===== src/asr_pkg.sv =====
// constants for the asynchronous static memory host controller
// assumes a 50 MHz system clock driving every register
package asr_pkg;
   localparam int ADDR_W = 19;
   localparam int DATA_W = 8;
   localparam int WORDS  = 524288;
   localparam int CNT_W  = 18;
   localparam int SYNC_STAGES = 2;

   localparam int CLK_PERIOD_NS = 20;
   // times as printed, in ns
   localparam int ADDR_ACCESS_NS                 = 70;
   localparam int OUTPUT_ENABLE_ACCESS_DELAY_NS  = 35;
   localparam int WRITE_TO_OUTPUT_FLOAT_DELAY_NS = 25;
   localparam int SELECT_TO_WRITE_END_MIN_NS     = 60;
   localparam int WRITE_PULSE_NS                 = 50;
   localparam int DATA_SETUP_NS                  = 30;
   localparam int DESELECT_TO_RETENTION_DELAY_NS = 0;
   // recovery time in ms
   localparam int RETENTION_RECOVERY_DELAY_MS    = 5;

   function automatic int cyc_up(input int ns);
      int c;
      c = (ns + CLK_PERIOD_NS - 1) / CLK_PERIOD_NS;
      return (c < 1) ? 1 : c;
   endfunction

   function automatic int max3(input int a, input int b, input int c);
      int m;
      m = (a > b) ? a : b;
      return (m > c) ? m : c;
   endfunction

   localparam int ACC_CYC   = max3(cyc_up(ADDR_ACCESS_NS),
                                   cyc_up(OUTPUT_ENABLE_ACCESS_DELAY_NS), 1);
   localparam int FLOAT_CYC = cyc_up(WRITE_TO_OUTPUT_FLOAT_DELAY_NS);
   localparam int CW_CYC    = cyc_up(SELECT_TO_WRITE_END_MIN_NS);
   localparam int WP_CYC    = cyc_up(WRITE_PULSE_NS);
   localparam int DS_CYC    = cyc_up(DATA_SETUP_NS);
   localparam int RETAIN_CYC = cyc_up(DESELECT_TO_RETENTION_DELAY_NS);

   // read sample waits for the pin value to clear the synchroniser
   localparam int RD_LAST   = ACC_CYC + SYNC_STAGES - 1;
   localparam int FLOAT_LAST = FLOAT_CYC - 1;
   localparam int WR_HOLD_LAST = max3(DS_CYC, CW_CYC - FLOAT_CYC,
                                      WP_CYC - FLOAT_CYC) - 1;
   localparam int RECOVERY_CYC =
      (RETENTION_RECOVERY_DELAY_MS * 1000000 + CLK_PERIOD_NS - 1)
      / CLK_PERIOD_NS;

   typedef enum logic [5:0] {
      ST_IDLE    = 6'h01,
      ST_READ    = 6'h02,
      ST_WFLOAT  = 6'h04,
      ST_WDRIVE  = 6'h08,
      ST_WEND    = 6'h10,
      ST_RETAIN  = 6'h20
   } asr_state_t;
endpackage


===== src/asr_sync_if.sv =====
// carrier between the controller and its data synchroniser
// assumes both ends run on the same clock
`timescale 1ns/1ps
`default_nettype none
interface asr_sync_if #(parameter int W = 8);
   logic [W-1:0] raw;
   logic [W-1:0] synced;
   modport src  (output raw, input synced);
   modport sink (input raw, output synced);
endinterface
`default_nettype wire


===== src/asr_sync.sv =====
// two-flop synchroniser for the data pins read back from the memory
// assumes raw is an asynchronous pin level
`timescale 1ns/1ps
`default_nettype none
module asr_sync
(
   input  wire logic clk,
   input  wire logic rst,
   asr_sync_if.sink  sif
);
   import asr_pkg::*;

   logic [DATA_W-1:0] meta_q;
   logic [DATA_W-1:0] meta_d;
   logic [DATA_W-1:0] stab_q;
   logic [DATA_W-1:0] stab_d;

   always_comb
   begin
      meta_d = sif.raw;
      stab_d = meta_q;
   end

   always_ff @(posedge clk)
   begin
      if (rst)
      begin
         meta_q <= 8'h00;
         stab_q <= 8'h00;
      end
      else
      begin
         meta_q <= meta_d;
         stab_q <= stab_d;
      end
   end

   assign sif.synced = stab_q;
endmodule // asr_sync
`default_nettype wire


===== src/asr_ctrl.sv =====
// host-side sequencer for a 512k x 8 asynchronous static memory
// assumes the memory pins are wired straight to this block, 50 MHz clk
// What this block does
// RULE1: 19-bit address, byte data, 512k words
// RULE2: read is select, output enable, rw high
// RULE3: select high idles memory in standby
// RULE4: rw held high through every read
// RULE5: select and rw fall on one edge
// RULE6: select and rw rise on one edge
// RULE7: writes only happen while select is low
// RULE8: drive data only after outputs have floated
// RULE9: coincident rise of both ends the write
// RULE10: select low at least 60 ns per write
// RULE11: read sampled after access times elapse
// RULE12: data drive waits 25 ns after rw falls
// RULE13: select high before retention is signalled
// RULE14: deselected recovery wait after power restore
`timescale 1ns/1ps
`default_nettype none
module asr_ctrl
#(
   parameter int RECOVERY_CYCLES = asr_pkg::RECOVERY_CYC
)
(
   input  wire logic                        clk,
   input  wire logic                        rst,
   input  wire logic                        req_valid,
   output logic                             req_ready,
   input  wire logic                        req_write,
   input  wire logic [asr_pkg::ADDR_W-1:0]  req_addr,
   input  wire logic [asr_pkg::DATA_W-1:0]  req_wdata,
   output logic                             rsp_valid,
   output logic [asr_pkg::DATA_W-1:0]       rsp_rdata,
   input  wire logic                        retention_req,
   output logic                             retention_safe,
   output logic [asr_pkg::ADDR_W-1:0]       word_address,
   output logic                             sram_cs_n,
   output logic                             sram_oe_n,
   output logic                             sram_rw_n,
   input  wire logic [asr_pkg::DATA_W-1:0]  data_bus_i,
   output logic [asr_pkg::DATA_W-1:0]       data_bus_o,
   output logic                             data_bus_oe
);
   import asr_pkg::*;

   asr_state_t          state_q;
   asr_state_t          state_d;
   logic [CNT_W-1:0]    cnt_q;
   logic [CNT_W-1:0]    cnt_d;
   logic [ADDR_W-1:0]   addr_q;
   logic [ADDR_W-1:0]   addr_d;
   logic [DATA_W-1:0]   wdat_q;
   logic [DATA_W-1:0]   wdat_d;
   logic [DATA_W-1:0]   rdat_q;
   logic [DATA_W-1:0]   rdat_d;
   logic                cs_n_q;
   logic                cs_n_d;
   logic                oe_n_q;
   logic                oe_n_d;
   logic                rw_n_q;
   logic                rw_n_d;
   logic                drv_q;
   logic                drv_d;
   logic                rsp_q;
   logic                rsp_d;
   logic                recov_q;
   logic                recov_d;

   asr_sync_if #(.W(DATA_W)) sif ();

   assign sif.raw = data_bus_i;

   asr_sync u_sync
   (
      .clk (clk),
      .rst (rst),
      .sif (sif)
   );

   always_comb
   begin
      state_d = state_q;
      cnt_d   = cnt_q + 18'h00001;
      addr_d  = addr_q;
      wdat_d  = wdat_q;
      rdat_d  = rdat_q;
      // RULE3: default deselected standby
      cs_n_d  = 1'b1;
      oe_n_d  = 1'b1;
      rw_n_d  = 1'b1;
      drv_d   = 1'b0;
      rsp_d   = 1'b0;
      recov_d = recov_q;
      unique case (state_q)
         ST_IDLE:
         begin
            cnt_d = 18'h00000;
            if (recov_q)
            begin
               // RULE14: stay deselected while recovering
               if (cnt_q == CNT_W'(RECOVERY_CYCLES - 1))
                  recov_d = 1'b0;
               else
                  cnt_d = cnt_q + 18'h00001;
            end
            else if (retention_req)
            begin
               state_d = ST_RETAIN;
            end
            else if (req_valid)
            begin
               // RULE1: latch full address and byte
               addr_d = req_addr;
               wdat_d = req_wdata;
               cs_n_d = 1'b0;
               if (req_write)
               begin
                  // RULE5: select and rw fall together
                  rw_n_d  = 1'b0;
                  state_d = ST_WFLOAT;
               end
               else
               begin
                  // RULE2: read with output enable low
                  oe_n_d  = 1'b0;
                  state_d = ST_READ;
               end
            end
         end
         ST_READ:
         begin
            // RULE4: rw stays high in read
            cs_n_d = 1'b0;
            oe_n_d = 1'b0;
            // RULE11: sample after access delay plus sync
            if (cnt_q == CNT_W'(RD_LAST))
            begin
               rdat_d  = sif.synced;
               rsp_d   = 1'b1;
               cs_n_d  = 1'b1;
               oe_n_d  = 1'b1;
               state_d = ST_IDLE;
            end
         end
         ST_WFLOAT:
         begin
            // RULE7: write only with select low
            cs_n_d = 1'b0;
            rw_n_d = 1'b0;
            // RULE12: wait for memory outputs to float
            if (cnt_q == CNT_W'(FLOAT_LAST))
            begin
               // RULE8: no contention on data pins
               drv_d   = 1'b1;
               cnt_d   = 18'h00000;
               state_d = ST_WDRIVE;
            end
         end
         ST_WDRIVE:
         begin
            cs_n_d = 1'b0;
            rw_n_d = 1'b0;
            drv_d  = 1'b1;
            // RULE10: select low long enough
            if (cnt_q == CNT_W'(WR_HOLD_LAST))
            begin
               // RULE6: both rise on one edge
               // RULE9: coincident rise ends the write
               cs_n_d  = 1'b1;
               rw_n_d  = 1'b1;
               state_d = ST_WEND;
            end
         end
         ST_WEND:
         begin
            // one cycle of data hold past the end of write
            rsp_d   = 1'b1;
            state_d = ST_IDLE;
         end
         ST_RETAIN:
         begin
            // RULE13: select already high here
            cnt_d = 18'h00000;
            if (!retention_req)
            begin
               recov_d = 1'b1;
               state_d = ST_IDLE;
            end
         end
         default:
         begin
            state_d = ST_IDLE;
         end
      endcase
   end

   always_ff @(posedge clk)
   begin
      if (rst)
      begin
         state_q <= ST_IDLE;
         cnt_q   <= 18'h00000;
         addr_q  <= 19'h00000;
         wdat_q  <= 8'h00;
         rdat_q  <= 8'h00;
         cs_n_q  <= 1'b1;
         oe_n_q  <= 1'b1;
         rw_n_q  <= 1'b1;
         drv_q   <= 1'b0;
         rsp_q   <= 1'b0;
         recov_q <= 1'b0;
      end
      else
      begin
         state_q <= state_d;
         cnt_q   <= cnt_d;
         addr_q  <= addr_d;
         wdat_q  <= wdat_d;
         rdat_q  <= rdat_d;
         cs_n_q  <= cs_n_d;
         oe_n_q  <= oe_n_d;
         rw_n_q  <= rw_n_d;
         drv_q   <= drv_d;
         rsp_q   <= rsp_d;
         recov_q <= recov_d;
      end
   end

   // retention_req is excluded so a late request is not lost
   assign req_ready      = (state_q == ST_IDLE) && !recov_q && !retention_req;
   assign retention_safe = (state_q == ST_RETAIN);
   assign rsp_valid      = rsp_q;
   assign rsp_rdata      = rdat_q;
   assign word_address   = addr_q;
   assign sram_cs_n      = cs_n_q;
   assign sram_oe_n      = oe_n_q;
   assign sram_rw_n      = rw_n_q;
   assign data_bus_o     = wdat_q;
   assign data_bus_oe    = drv_q;
endmodule // asr_ctrl
`default_nettype wire


===== config.mk =====
export PLATFORM = sky130hd
export DESIGN_NAME = asr_ctrl
export DESIGN_NICKNAME = d
export VERILOG_FILES = /design/src/asr_pkg.sv /design/src/asr_sync_if.sv /design/src/asr_sync.sv /design/src/asr_ctrl.sv
export SDC_FILE = /design/constraint.sdc
export NUM_CORES = 1
export LEC_CHECK = 0
export ABC_AREA = 0
export CORE_ASPECT_RATIO = 1.25
export CORE_MARGIN = 1
export CORE_UTILIZATION = 40
export CTS_BUF_LIST = sky130_fd_sc_hd__clkbuf_8
export DETAILED_ROUTE_END_ITERATION = 6
export DONT_BUFFER_PORTS = 1
export GPL_ROUTABILITY_DRIVEN = 0
export PLACE_DENSITY_LB_ADDON = 0.3
export SLEW_MARGIN = 20
export SYNTH_ARGS = -nofsm -noshare
export SYNTH_HDL_FRONTEND = slang
export SYNTH_SLANG_ARGS = --single-unit

===== constraint.sdc =====
create_clock -name clk -period 2.26 [get_ports clk]
set_input_delay 0.226 -clock clk [delete_from_list [all_inputs] [get_ports clk]]
set_output_delay 0.226 -clock clk [all_outputs]
set_load 0.05 [all_outputs]

=== After elaboration in Yosys (flattened, before gate mapping) ===
Index checks and enable logic that the tools add are counted.

* Input bits: 40
* Bits in registers: 81
* Word-level logic and storage cells: 75
* Output and inout port bits: 42

* Muxes and demuxes: 35
* Eq/ne operators: 15
* Bitwise operators: 2
* Add/subtract/negate cells: 1
* Reductions and logical operators: 9

{| class="wikitable"
|+ Operators by type and width
! operator !! number
|-
| 18-bit 2-to-1 mux || 3
|-
| 18-bit one-hot mux with 3 select lines || 1
|-
| 6-bit 2-to-1 mux || 7
|-
| 6-bit one-hot mux with 5 select lines || 1
|-
| 18-bit by 1-bit adder with 18-bit output, second input constant || 1
|-
| 18-bit by 1-bit == test with 1-bit output, second input constant || 1
|-
| 18-bit == test, second input constant || 1
|-
| 18-bit by 3-bit == test with 1-bit output, second input constant || 1
|-
| 1-bit 2-to-1 mux || 16
|-
| 2-bit inequality test, second input constant || 5
|-
| 1-bit one-hot mux with 2 select lines || 4
|-
| 6-bit by 1-bit == test with 1-bit output, second input constant || 1
|-
| 6-bit by 2-bit == test with 1-bit output, second input constant || 1
|-
| 6-bit by 3-bit == test with 1-bit output, second input constant || 1
|-
| 6-bit by 4-bit == test with 1-bit output, second input constant || 1
|-
| 6-bit by 5-bit == test with 1-bit output, second input constant || 1
|-
| 6-bit == test, second input constant || 1
|-
| 6-bit AND reduction || 1
|-
| 1-bit one-hot mux with 4 select lines || 1
|-
| 2-bit AND reduction || 2
|-
| 4-bit AND reduction || 1
|-
| 3-bit 2-to-1 mux || 1
|-
| 3-bit inequality test, second input constant || 1
|-
| 1-bit one-hot mux with 3 select lines || 1
|-
| other kinds (4) || 7
|}

=== Depth between registers and ports, before layout ===
* Word-level depth: 5
* Mapped depth: 8
* Gate-level depth less buffers: 7

=== Cells and area by module ===
From an unflattened synthesis, not the netlist that was laid out.

* Cells, all modules: 346
* Area, all modules: 3106.7 µm²

{| class="wikitable"
|+ By module, submodules not included
! module !! cells each !! area an instance (µm²) !! times used !! seq. area each (µm²)
|-
| asr_ctrl || 313 || 2642.5 || 1 || 1301.2
|-
| asr_sync || 33 || 464.2 || 1 || 320.3
|}

=== Least setup slack after synthesis ===
OpenSTA, ideal clock, no wires.

* Path type: reg-to-output
* From: reg state_q[1]
* To: out req_ready
* Required time: 2.034 ns
* Stages on the path, launching flop included: 4
* Path slack: 0.143 ns
* Arrival: 1.891 ns
* Path buffers: 0
* Path through: dfxtp_1 nor3_1 nand3_1 nor3_1

* Cells in the longest elaborated chain, start to end: 3

{| class="wikitable"
|+ Ends and longest elaborated chain
! item !! RTL line !! text
|-
| start: declaration || asr_ctrl.sv:46 || <nowiki>asr_state_t state_q;</nowiki>
|-
| start signal: assignment || asr_ctrl.sv:215 || <nowiki>state_q <= state_d;</nowiki>
|-
| 6-bit by 1-bit == test with 1-bit output || asr_ctrl.sv:230 || <nowiki>assign req_ready = (state_q == ST_IDLE) && !recov_q && !retention_req;</nowiki>
|-
| 1-bit logical AND (2 in a row) || asr_ctrl.sv:230 ||
|-
| end: declaration || asr_ctrl.sv:28 || <nowiki>output logic req_ready,</nowiki>
|}

Every way passes these cells.

=== Worst setup path in the final report ===
* From: reg state_q[1]
* To: reg wdat_q[2] (netlist: data_bus_o[2])

* Cells in the longest elaborated chain, start to end: 2

{| class="wikitable"
|+ Ends and longest elaborated chain
! item !! RTL line !! text
|-
| 6-bit by 1-bit == test with 1-bit output || asr_ctrl.sv:94 || <nowiki>unique case (state_q)</nowiki>
|-
| 4-bit AND reduction (no line) || - ||
|-
| end signal: assignment || asr_ctrl.sv:218 || <nowiki>wdat_q <= wdat_d;</nowiki>
|-
| end: declaration || asr_ctrl.sv:52 || <nowiki>logic [DATA_W-1:0] wdat_q;</nowiki>
|}

Every way passes these cells.
A chain may end at the register's enable or synchronous reset.

==> key figures <==
Worst setup path
  • Startpoint class of the critical path: flip-flop
  • Crit path cell chain: nor3_2 -> and3_1 -> nand3_1 -> buf_4 -> nand2_1 -> a21oi_1 -> dlygate4sd3_1
  • Slowest-stage cell, CP: dlygate4sd3_1
  • CP bufs+invs: 2
  • Critical Path End Type: flip-flop
  • CP peak stage delay: between 500 and 600 ps
  • CP top delay family: buffers and inverters
  • Critical path peak fanout: 27
  • CP Class: reg2reg
  • Worst Path Arrival: 2350 ps
  • Data required, critical path: between 2000 and 2500 ps

Timing
  • Setup ws final: 144 ps
  • FMAX: 473 MHz
  • WHS: 17.3 ps
  • Clk_skew: around 5.6 ps
  • RSZ-0062 raised after global routing: no
  • Pins Over Slew Limit: 0
  • Setup tns final: 0 ps
  • Rel. slew slack: 0.632
  • Final setup violation count: 0
  • Final hold vios: 0
  • Post-layout min period: approximately 2100 ps
  • Final period utilization: 0.936
  • Worst-Margin Slew: approximately 550 ps

Logic synthesis
  • Cells taking the most area after synthesis: dfxtp_1 (51%), nand2_1 (7.3%), a21oi_1 (4.9%), nor2_1 (3.7%), nor2b_1 (3.4%)
  • Ys async rst share: 0
  • Biggest area consumer among synthesized cells: dfxtp_1
  • Top cells by count, synth: dfxtp_1 (81), nand2_1 (61), a21oi_1 (31), nor2_1 (31), nor2b_1 (17)
  • Post-synth top area share: 0.514
  • Synth warnings: 0
  • Avg Cell Area, Syn: 9.09 um^2
  • Post-synthesis sequential area ratio: 0.514
  • Most common cell in the synthesized netlist: dfxtp_1
  • Top_reg_cell synth: dfxtp_1
  • Cell Area, Synth: about 3200 um^2
  • Syn Nets: just under 400
  • Synth cell types: 45
  • Post-synth EDFFs: 0
  • Synth Instances: 347
  • Post-synthesis register bit count: 81

Run status
  • Status: finished, final reports clean

Detailed routing
  • Pre-antenna DRT Iters: 6
  • Drt via density: approximately 5
  • Starting DRT DRC Count: ~110
  • DR DRC count: 0
  • Via count: roughly 2400
  • Drt wl/cell: 13.3 um
  • Final ANT Viol Nets: 0
  • WL final: roughly 6400 um

Clock tree
  • Clock sinks: 81
  • CTS Buffer Depth: 2
  • Later-pin clock latency in the skew report: 350 ps
  • CTS tree: done
  • H-tree Lvls: 3
  • Cts bufs inserted: 9
  • CTS root buf: clkbuf_8
  • Clk slew on worst S/H paths: around 80 ps

Final layout
  • Area Growth Syn to Fin: 21.3%
  • Share of post-route cells with drive strength above 1: 0.124
  • Final Net Count: between 400 and 500
  • Fin cells: 479
  • N_diodes: 0
  • FILL cells: 705

Die
  • IO Pins: between 80 and 90
  • Std-Cell Rows: 35
  • DIE WIDTH: 81.4 um
  • Initial Util: 0.421
  • Core Area: around 7500 um^2
  • Chip height: between 100 and 150 um
  • Die ar.: approximately 8200 um^2

Power and ir drop
  • Leak: between 1 and 1.5 nW
  • Pwr/cell area: between 800 and 900 nW/um^2
  • Peak VDD IR: between 0.4 and 0.5 mV

Global routing
  • Largest net degree at the start of global routing: 61
  • GRT Resource Usage Total: 0.162
  • Initial antenna violation count: 0
  • First-pass GRT wire length: 10100 um
  • GRT overflow: 0
  • Vias in the first global route: around 2200

Hold path
  • Hold crit path type: in2reg

Placed design
  • Cell count after placement: 430
  • Post-DP HPWL: 4220 um
  • Port Buffers: 0
  • Setup WS pre-CTS: 292 ps

Flow run
  • Max-cap viol count: 0
layout make-up:
| cell class | count | area (um^2) | share of cell area |
|---|---|---|---|
| sequential | 81 | 1620 | 0.424 |
| multi-input combinational | 245 | 1440 | 0.377 |
| tap | 92 | 115 | 0.0301 |
| clock inverter | 7 | 101 | 0.0265 |
| timing repair buffer | 39 | 398 | 0.104 |
| inverter | 6 | 22.5 | 0.00589 |
| clock buffer | 9 | 124 | 0.0324 |
flip-flops by register name, indices dropped and copies added, names as in the netlist:
name,cells
sram_oe_n,1
u_sync.meta_q,8
word_address,19
state_q,6
u_sync.sif.synced,8
data_bus_oe,1
rsp_rdata,8
data_bus_o,8
rsp_valid,1
recov_q,1
sram_rw_n,1
sram_cs_n,1
cnt_q,18
through the flow:
| stage | power [mW] | util | cell area, um^2 |
|---|---|---|---|
| after detailed placement | 2.03 | 0.434 | 3250 |
| after CTS | 3.28 | 0.507 | 3790 |
| after global placement | 2.02 | 0.434 | 3250 |
| after global routing | 3.41 | 0.511 | 3820 |
| after floorplan | 1.98 | - | 3150 |
| final | 3.24 | 0.511 | 3820 |
metal layers:
metal,routed length [um],GRT usage
met3,417,0.0541
met2,3280,0.290
met1,2590,0.169
met5,0,0
met4,87,0.0701
cell usage in the layout (no fill, tap or decap), types with 6 or more instances in the layout:
cell type / Yosys / final
clkbuf_8: 0 / 9
dfxtp_1: 81 / 81
dlygate4sd3_1: 0 / 32
a21oi_1: 31 / 31
xnor2_1: 9 / 9
mux2i_1: 9 / 9
nand2_1: 61 / 61
nor2_1: 31 / 31
nor3_1: 9 / 8
nand3_1: 12 / 11
nor2_2: 11 / 11
nor2b_1: 17 / 17
xor2_1: 8 / 8
inv_1: 6 / 6
report_power, final:
part | switching (mW) | internal [mW] | total [mW]
clock | 0.537 | 0.635 | 1.17
sequential | 0.189 | 1.49 | 1.68
combinational | 0.216 | 0.165 | 0.381
total | 0.941 | 2.30 | 3.24
what timing repair did:
action,in CTS,in global routing
resized for setup,0,2
setup buffers,0,0
endpoints found under the setup margin,0,1
hold buffers,31,2
endpoints found under the hold margin,60,2
cell families (layout without fill, tap and decap cells):
family	count (synthesis)	after routing	synth area share
flops	81	81	0.514
compound gates	41	41	0.0806
mux	10	10	0.0321
xor+xnor	17	17	0.0472
fa+ha+maj	2	2	0.00794
buf+inv	21	61	0.0317
simple gates	175	175	0.286
final timing paths:
path	from	endpoint	slack, ps	cells past startpoint
min reg2reg	u_sync.meta_q[4]$_SDFF_PP0_	u_sync.sif.synced[4]$_SDFF_PP0_	440	1
min	req_addr[17]	word_address[17]$_SDFFE_PP0P_	20	2
max	state_q[1]$_SDFFE_PP0P_	data_bus_o[2]$_SDFFE_PP0P_	140	7
max reg2reg	state_q[1]$_SDFFE_PP0P_	data_bus_o[2]$_SDFFE_PP0P_	140	7
(Power assumes the default switching activity.)
